==> src/design/rtex_defs.vh <==
// Purpose: shared constants of the reset and trace exception unit
// Assumes: included by bare name from the design files
// Notes: definitions only
// Contract
// [RULE1] advanced layout only: each vector four bytes at four times number
// [RULE2] vec: por 0, man 1, trace 5, nmi 7, trap 8-11, ext 16-23, int 24-127
// [RULE3] reset is highest; while a reset pin is low all processing halts
// [RULE4] outside source holds power-on pin low at least 20 ms
// [RULE5] power-on resets all; manual keeps bus controller and i/o ports
// [RULE6] after manual reset peripheral pins revert to general ports
// [RULE7] watchdog overflow resets the device, as power-on or manual type
// [RULE8] manual pin counts only while its input enable bit is one
// [RULE9] after any reset interrupt control mode 0 is selected
// [RULE10] on release: state initialised, trace flag 0, mask flags 1
// [RULE11] then the reset vector of the active type is loaded and run
// [RULE12] all interrupts blocked until the first instruction has executed
// [RULE13] on release module stop registers are 3F, FF, FF
// [RULE14] trace only in mode 2, never in mode 0
// [RULE15] trace flag one gives a trace after each instruction, unmasked
// [RULE16] after trace: mask flag 1, trace flag 0, user flag and level kept
// [RULE17] no trace exception after the exception return instruction
// [RULE18] interrupts are accepted inside the trace handler
// [RULE19] stacked trace flag stays one so return resumes trace
// [RULE20] outside system drives the scan test reset low at power-on
// [RULE21] priority: reset, trace, interrupt, trap instruction
// [RULE22] no interrupt after a flag write instruction or reset handling
`ifndef RTEX_DEFS_VH
`define RTEX_DEFS_VH
`define RTEX_VEC_POR 7'h00
`define RTEX_VEC_MAN 7'h01
`define RTEX_VEC_TRACE 7'h05
`define RTEX_VEC_NMI 7'h07
`define RTEX_VEC_TRAP0 7'h08
`define RTEX_VEC_EXT0 7'h10
`define RTEX_VEC_INT0 7'h18
`define RTEX_VEC_LAST 7'h7F
`define RTEX_MODE0 2'h0
`define RTEX_MODE2 2'h2
`define RTEX_MSTPA_RST 8'h3F
`define RTEX_MSTPB_RST 8'hFF
`define RTEX_MSTPC_RST 8'hFF
`define RTEX_MASK_RST 3'h7
`define RTEX_MSTP_SEL_A 2'h0
`define RTEX_MSTP_SEL_B 2'h1
`define RTEX_MSTP_SEL_C 2'h2
`define RTEX_POR_HOLD_MS 20
`define RTEX_WDT_HOLD 4'h8
`endif

==> src/design/rtex_unit.v <==
// Purpose: reset, trace and exception vector sequencing for the cpu
// Assumes: all inputs synchronous to CLK; sequencer holds requests as levels
// Notes: one exception is issued per instruction boundary
`timescale 1ns/1ps
`default_nettype none
`include "rtex_defs.vh"
module rtex_unit (
  input wire CLK,
  input wire RST_N,
  input wire POR_PIN_N,
  input wire MAN_PIN_N,
  input wire MANUAL_RESET_INPUT_ENABLE,
  input wire WDT_OVF,
  input wire WDT_TYPE_MANUAL,
  input wire INSN_DONE,
  input wire INSN_IS_RTE,
  input wire INSN_FLAG_WR,
  input wire FLAG_WR_I,
  input wire FLAG_WR_UI,
  input wire FLAG_WR_T,
  input wire [2:0] FLAG_WR_MASK,
  input wire MODE_WR,
  input wire [1:0] MODE_WDATA,
  input wire IRQ_REQ,
  input wire [6:0] IRQ_VEC,
  input wire TRAP_REQ,
  input wire [1:0] TRAP_NUM,
  input wire MSTP_WR,
  input wire [1:0] MSTP_SEL,
  input wire [7:0] MSTP_WDATA,
  output reg CPU_HALT,
  output reg PERIPH_RST,
  output reg BUSIO_RST,
  output reg PORT_REVERT,
  output reg LAST_RST_MANUAL,
  output reg EXC_TAKE,
  output reg EXC_TRACE,
  output reg [6:0] EXC_VEC,
  output reg [15:0] EXC_ADDR,
  output reg SAVED_T,
  output reg [1:0] INT_MODE,
  output reg CCR_I,
  output reg CCR_UI,
  output reg EXR_T,
  output reg [2:0] EXR_MASK,
  output reg [7:0] MSTP_A,
  output reg [7:0] MSTP_B,
  output reg [7:0] MSTP_C
);
  localparam [2:0] ST_RST = 3'b001;
  localparam [2:0] ST_VEC = 3'b010;
  localparam [2:0] ST_RUN = 3'b100;

  reg [2:0] st_ff;
  reg [2:0] nxt_st;
  reg lockout_ff;
  wire rst_active;
  wire rst_manual;

  // lower 16 address bits of a vector entry, four bytes each
  function [15:0] vec_addr;
    input [6:0] vec;
    begin
      vec_addr = {7'h00, vec, 2'b00}; // [RULE1]
    end
  endfunction

  rtex_rst_src u_src (
    .clk(CLK),
    .rst_n(RST_N),
    .por_pin_n(POR_PIN_N),
    .man_pin_n(MAN_PIN_N),
    .man_en(MANUAL_RESET_INPUT_ENABLE),
    .wdt_ovf(WDT_OVF),
    .wdt_type_manual(WDT_TYPE_MANUAL),
    .rst_active_ff(rst_active),
    .rst_manual_ff(rst_manual)
  );

  always @* begin
    nxt_st = st_ff;
    case (st_ff)
      ST_RST: begin
        if (!rst_active) begin
          nxt_st = ST_VEC;
        end
      end
      ST_VEC: begin
        nxt_st = ST_RUN;
      end
      ST_RUN: begin
        nxt_st = ST_RUN;
      end
      default: begin
        nxt_st = ST_RST;
      end
    endcase
    if (rst_active) begin
      nxt_st = ST_RST; // [RULE3] [RULE21]
    end
  end

  // boundary decisions, highest first
  wire run = st_ff[2] & ~rst_active;
  wire at_bnd = run & INSN_DONE;
  wire trace_go = at_bnd & EXR_T & (INT_MODE == `RTEX_MODE2)
    & ~INSN_IS_RTE; // [RULE14] [RULE15] [RULE17]
  // lockout covers first instruction; flag writes hide the boundary
  wire irq_ok = ~lockout_ff & ~INSN_FLAG_WR; // [RULE12] [RULE22]
  wire irq_go = at_bnd & IRQ_REQ & irq_ok & ~trace_go; // [RULE21]
  wire trap_go = at_bnd & TRAP_REQ & ~trace_go & ~irq_go; // [RULE21]
  wire any_go = trace_go | irq_go | trap_go;
  wire t_now = INSN_FLAG_WR ? FLAG_WR_T : EXR_T;

  always @(posedge CLK or negedge RST_N) begin
    if (!RST_N) begin
      st_ff <= ST_RST;
      lockout_ff <= 1'b1;
      CPU_HALT <= 1'b1;
      PERIPH_RST <= 1'b1;
      BUSIO_RST <= 1'b1;
      PORT_REVERT <= 1'b0;
      LAST_RST_MANUAL <= 1'b0;
      EXC_TAKE <= 1'b0;
      EXC_TRACE <= 1'b0;
      EXC_VEC <= `RTEX_VEC_POR;
      EXC_ADDR <= 16'h0000;
      SAVED_T <= 1'b0;
      INT_MODE <= `RTEX_MODE0;
      CCR_I <= 1'b1;
      CCR_UI <= 1'b0;
      EXR_T <= 1'b0;
      EXR_MASK <= `RTEX_MASK_RST;
      MSTP_A <= `RTEX_MSTPA_RST;
      MSTP_B <= `RTEX_MSTPB_RST;
      MSTP_C <= `RTEX_MSTPC_RST;
    end else begin
      st_ff <= nxt_st;
      EXC_TAKE <= 1'b0;
      EXC_TRACE <= 1'b0;
      if (rst_active) begin
        CPU_HALT <= 1'b1; // [RULE3]
        PERIPH_RST <= 1'b1; // [RULE5]
        // bus controller and ports keep state on a manual reset
        BUSIO_RST <= ~rst_manual; // [RULE5]
        PORT_REVERT <= rst_manual; // [RULE6]
        LAST_RST_MANUAL <= rst_manual;
        lockout_ff <= 1'b1; // [RULE12]
        INT_MODE <= `RTEX_MODE0; // [RULE9]
        EXR_T <= 1'b0; // [RULE10]
        CCR_I <= 1'b1; // [RULE10]
        CCR_UI <= 1'b0;
        EXR_MASK <= `RTEX_MASK_RST; // [RULE10]
        SAVED_T <= 1'b0;
        // values stand at release; every module but dma and transfer stops
        MSTP_A <= `RTEX_MSTPA_RST; // [RULE13]
        MSTP_B <= `RTEX_MSTPB_RST; // [RULE13]
        MSTP_C <= `RTEX_MSTPC_RST; // [RULE13]
      end else if (st_ff[1]) begin
        CPU_HALT <= 1'b0;
        PERIPH_RST <= 1'b0;
        BUSIO_RST <= 1'b0;
        PORT_REVERT <= 1'b0;
        EXC_TAKE <= 1'b1; // [RULE11]
        EXC_VEC <= LAST_RST_MANUAL ? `RTEX_VEC_MAN : `RTEX_VEC_POR; // [RULE2]
        EXC_ADDR <= vec_addr(LAST_RST_MANUAL ? `RTEX_VEC_MAN
          : `RTEX_VEC_POR); // [RULE11]
      end else if (run) begin
        if (MODE_WR) begin
          INT_MODE <= MODE_WDATA;
        end
        if (MSTP_WR) begin
          case (MSTP_SEL)
            `RTEX_MSTP_SEL_A: MSTP_A <= MSTP_WDATA;
            `RTEX_MSTP_SEL_B: MSTP_B <= MSTP_WDATA;
            `RTEX_MSTP_SEL_C: MSTP_C <= MSTP_WDATA;
            default: MSTP_A <= MSTP_A;
          endcase
        end
        if (INSN_DONE) begin
          lockout_ff <= 1'b0;
        end
        // a flag write lands first; an exception taken now overrides its I bit, and its T bit in mode 2
        if (at_bnd & INSN_FLAG_WR) begin
          CCR_I <= FLAG_WR_I;
          CCR_UI <= FLAG_WR_UI;
          EXR_T <= FLAG_WR_T; // [RULE19]
          EXR_MASK <= FLAG_WR_MASK;
        end
        if (any_go) begin
          EXC_TAKE <= 1'b1;
          // stacked copy keeps the flag so return resumes tracing
          SAVED_T <= t_now; // [RULE19]
          CCR_I <= 1'b1; // [RULE16]
          if (INT_MODE == `RTEX_MODE2) begin
            EXR_T <= 1'b0; // [RULE16]
          end
        end
        if (trace_go) begin
          EXC_TRACE <= 1'b1; // [RULE15]
          EXC_VEC <= `RTEX_VEC_TRACE; // [RULE2]
          EXC_ADDR <= vec_addr(`RTEX_VEC_TRACE);
        end else if (irq_go) begin
          // trace handler does not block interrupts
          EXC_VEC <= IRQ_VEC; // [RULE18] [RULE2]
          EXC_ADDR <= vec_addr(IRQ_VEC);
        end else if (trap_go) begin
          EXC_VEC <= `RTEX_VEC_TRAP0 + {5'h00, TRAP_NUM}; // [RULE2]
          EXC_ADDR <= vec_addr(`RTEX_VEC_TRAP0 + {5'h00, TRAP_NUM});
        end
      end
    end
  end
endmodule
`default_nettype wire

==> src/design/rtex_rst_src.v <==
// Purpose: turns reset pins and watchdog overflow into a reset level and type
// Assumes: pins are synchronous to clk
// Notes: watchdog reset is stretched so the sequencer sees a full reset
`timescale 1ns/1ps
`default_nettype none
`include "rtex_defs.vh"
module rtex_rst_src (
  input wire clk,
  input wire rst_n,
  input wire por_pin_n,
  input wire man_pin_n,
  input wire man_en,
  input wire wdt_ovf,
  input wire wdt_type_manual,
  output reg rst_active_ff,
  output reg rst_manual_ff
);
  reg [3:0] wdt_cnt_ff;
  reg wdt_man_ff;
  wire por_req = ~por_pin_n;
  // manual pin ignored unless enabled, and power-on pin wins
  wire man_req = ~man_pin_n & man_en & por_pin_n; // [RULE8] [RULE5]
  wire wdt_busy = (wdt_cnt_ff != 4'h0);

  always @(posedge clk or negedge rst_n) begin
    if (!rst_n) begin
      wdt_cnt_ff <= 4'h0;
      wdt_man_ff <= 1'b0;
      rst_active_ff <= 1'b1;
      rst_manual_ff <= 1'b0;
    end else begin
      if (wdt_ovf) begin
        wdt_cnt_ff <= `RTEX_WDT_HOLD; // [RULE7]
        wdt_man_ff <= wdt_type_manual; // [RULE7]
      end else if (wdt_busy) begin
        wdt_cnt_ff <= wdt_cnt_ff - 4'h1;
      end
      rst_active_ff <= por_req | man_req | wdt_ovf | wdt_busy; // [RULE3]
      if (por_req) begin
        rst_manual_ff <= 1'b0; // [RULE5]
      end else if (wdt_ovf) begin
        rst_manual_ff <= wdt_type_manual;
      end else if (wdt_busy) begin
        rst_manual_ff <= wdt_man_ff;
      end else if (man_req) begin
        rst_manual_ff <= 1'b1;
      end
    end
  end
endmodule
`default_nettype wire

==> config.mk <==
export PLATFORM = sky130hd
export DESIGN_NAME = rtex_unit
export DESIGN_NICKNAME = d
export VERILOG_FILES = /design/src/design/rtex_unit.v /design/src/design/rtex_rst_src.v
export VERILOG_INCLUDE_DIRS = /design/src /design/src/design
export SDC_FILE = /design/constraint.sdc
export NUM_CORES = 1
export LEC_CHECK = 0
export ABC_AREA = 1
export BUFFER_PORTS_ARGS = -buffer_cell sky130_fd_sc_hd__buf_2
export CAP_MARGIN = 10
export CORE_ASPECT_RATIO = 1.5
export CORE_UTILIZATION = 52
export DETAILED_ROUTE_END_ITERATION = 12
export GPL_TIMING_DRIVEN = 1
export PLACE_DENSITY = 0.93
export SLEW_MARGIN = 20
export SYNTH_ARGS = -nofsm -noshare
export SYNTH_HDL_FRONTEND = slang
export SYNTH_SLANG_ARGS = --single-unit
==> constraint.sdc <==
create_clock -name CLK -period 2.3 [get_ports CLK]
set_clock_uncertainty 0.2 [all_clocks]
set_input_delay 0.23 -clock CLK [delete_from_list [all_inputs] [get_ports CLK]]
set_output_delay 0.23 -clock CLK [all_outputs]
set_load 0.05 [all_outputs]
==> metrics.txt <==
number of H-tree levels 3; CTS tree built; Critical R2R Launch u_src.wdt_cnt_ff[0]; routed via count 2343; Remaining Overflow, GRT 0; clock root buffer clkbuf_8; sequential-to-total area share from yosys stat 54.6%; pre-CTS setup slack 646 ps; kind of critical path reg2reg; Post-Route WL 6200 um; drt drc 0; Reg-to-Reg End u_src.rst_active_ff; crit share post-route 85.2%; DR vias/cell 4.95; CTS Buf Count 9; GR peak layer met2; Worst EP arrival 2030 ps; vias in the first global route 2304; Initial DRC Count 102; synth unique cells 34; Ant. Diodes 0; synthesis-stage register bit count 57; critical path startpoint u_src.wdt_cnt_ff[0]; Slew @ Worst Pin 679 ps; fin crit period 1960 ps; Setup Fix Bufs, Post-CTS 0; area grow syn2layout 33.0%; met3 usage in global routing 7.77%; DRT antenna net count 0; Max-Cap Viols 0; Max IR drop VDD 0.507 mV; synthesized instance count 287; total power 2.70 mW; Syn Area/Cell 9.35 um2; HPWL after DPL 4330 um; worst hold path type in2reg; largest net degree at the start of global routing 58; clock latency on the worst-skew pair 340 ps; Die W 60.7 um; Worst setup EP type flip-flop; grt met2 use 43.7%; die area 5460 um2; first-pass GRT wire length 10100 um; Register-to-Register Path Depth 6; Port Buf Inserts 94; CTS Sinks 57; setup repair after global routing missed its margin false; placer congestion estimate 0.849; CP startpoint kind flip-flop; R2R Setup Slk 340 ps; GRT met1 Usage 26.0%; drt first pass iters 4; final hold slack 6.76 ps; PnR worst setup slack 339 ps; yosys warns 0; Starting Density 54.9%; # rows 31; Crit path required time 2370 ps; Hold Violations, Final 0; mapped cell area 2680 um2; initial antenna violation count 0; nets 445; Core Util, Final 73.0%; CTS max path bufs 2; Slew headroom 54.7%; critical path fanouts, max 5; Setup crit end u_src.rst_active_ff; Final Max Slew Viols 0; core area 4890 um2; Boundary Pins 104; fraction of layout cells with a size suffix above 1 42.0%; LEAKAGE 1.70 nW; setup TNS 0 ps; Fmax 510 MHz; Die H 90.0 um; GRT Total Usage 25.3%; WL/cell 13.1 um; Final setup viols 0; Power Dens Cells 755 nW/um2; Reg clk slew, reported paths 70 ps; status completed
==> per-stage QoR <==
stage | instances | cell area [um2]
final | 473 | 3570
after global routing | 473 | 3570
after CTS | 473 | 3570
after detailed placement | 434 | 3100
after global placement | 434 | 3100
after floorplan | 295 | 2710
==> where the power goes <==
group	internal (mW)	total (mW)	switching, mW
logic	0.148	0.478	0.330
registers	1.08	1.13	0.0494
clock network	0.674	1.08	0.408
==> worst min-delay path by stage <==
stage          slack (ps)           to          start  depth (start not counted)
2_1_floorplan        -270       CCR_UI          RST_N                          0
4_1_cts                 1    MSTP_C[4]  MSTP_WDATA[4]                          3
5_1_grt                10    MSTP_A[5]  MSTP_WDATA[5]                          3
6_report                7  EXC_ADDR[5]     IRQ_VEC[3]                          3
3_5_place_dp          200  EXC_ADDR[5]          RST_N                          2
3_3_place_gp          190  EXC_ADDR[5]          RST_N                          2
==> metal layers <==
layer,vias to the layer above,wire (um)
met5,-,0
met4,0,211
met3,19,367
met2,103,3410
met1,1085,2210
li1,1136,-
==> cell type report <==
type,instances,area [um2]
clock buffers,10,149
clock inverters,6,88.8
fillers,365,1320
inverters,27,104
multi-input cells,187,956
flip-flops and latches,57,1470
well taps,66,82.6
repair buffers,120,723
==> state kept, by name, summed over array words and instances (netlist names) <==
name                 cells
EXR_T                    1
u_src.wdt_man_ff         1
lockout_ff               1
EXC_ADDR                 7
u_src.wdt_cnt_ff         4
EXR_MASK                 3
INT_MODE                 2
SAVED_T                  1
PORT_REVERT              1
BUSIO_RST                1
u_src.rst_manual_ff      1
EXC_TRACE                1
MSTP_A                   8
MSTP_C                   8
EXC_TAKE                 1
MSTP_B                   8
CCR_I                    1
LAST_RST_MANUAL          1
CCR_UI                   1
st_ff                    3
u_src.rst_active_ff      1
PERIPH_RST               1
==> critical path, stage by stage (launching register included) <==
cell and delay, ps:
dfrtp_1 390, inv_1 110, ha_1 150, nand2_1 110
nor2_1 220, o211ai_1 140, dlygate4sd3_1 570
==> cells in the final DEF (no fill, tap or decap), drive strengths merged, types with 2 or more instances in the layout <==
cell	count
o21ai	16
nor2	48
dlygate4sd3	23
clkinv	2
nand3	20
nor3	3
dfstp	31
o211ai	2
clkinvlp	2
inv	27
ha	2
o22a	3
dfrtp	26
nand4	3
a21oi	27
conb	9
nand2	46
clkbuf	10
a211oi	2
bufinv	2
buf	97
==> timing repair <==
item,in CTS,in global routing
endpoints found under the hold margin,51,0
endpoints found under the setup margin,0,0
hold buffers,23,0
gates resized for setup,0,0
==> cells in the mapped netlist <==
library cell	n	area [um2]
nand4_1	3	18.8
buf_4	18	135
inv_1	22	82.6
nand2_2	6	37.5
nor4_1	1	6.26
o211ai_1	2	15.0
inv_4	1	6.26
buf_2	1	5.00
dfstp_2	31	815
a21boi_0	1	7.51
a211oi_1	2	15.0
nor2_2	1	6.26
nand2_4	2	22.5
nand3_2	5	50.1
xor2_1	1	8.76
a21oi_2	6	52.6
nor3_1	3	15.0
dfrtp_1	26	651
nand2_1	38	143
nor2_1	45	169
a31oi_1	1	6.26
nand3_1	15	75.1
o21bai_1	1	7.51
a21oi_1	21	105
o21ai_1	7	35.0
inv_2	4	15.0
ha_1	2	25.0
o21ai_0	9	45.0
clkbuf_1	1	3.75
buf_6	4	45.0
conb_1	1	3.75
nand3b_1	1	7.51
nor2_4	2	22.5
o22a_1	3	26.3
==> kinds of logic after synthesis <==
family          count (synthesis)  share of synthesized area (%)
simple gates                  122                           21.4
flops                          57                           54.6
compound gates                 53                           11.7
buf+inv                        51                           10.9
fa+ha+maj                       2                          0.932
xor+xnor                        1                          0.326
other cells                     1                          0.140
No activity file was read; power rests on OpenSTA's default activity.
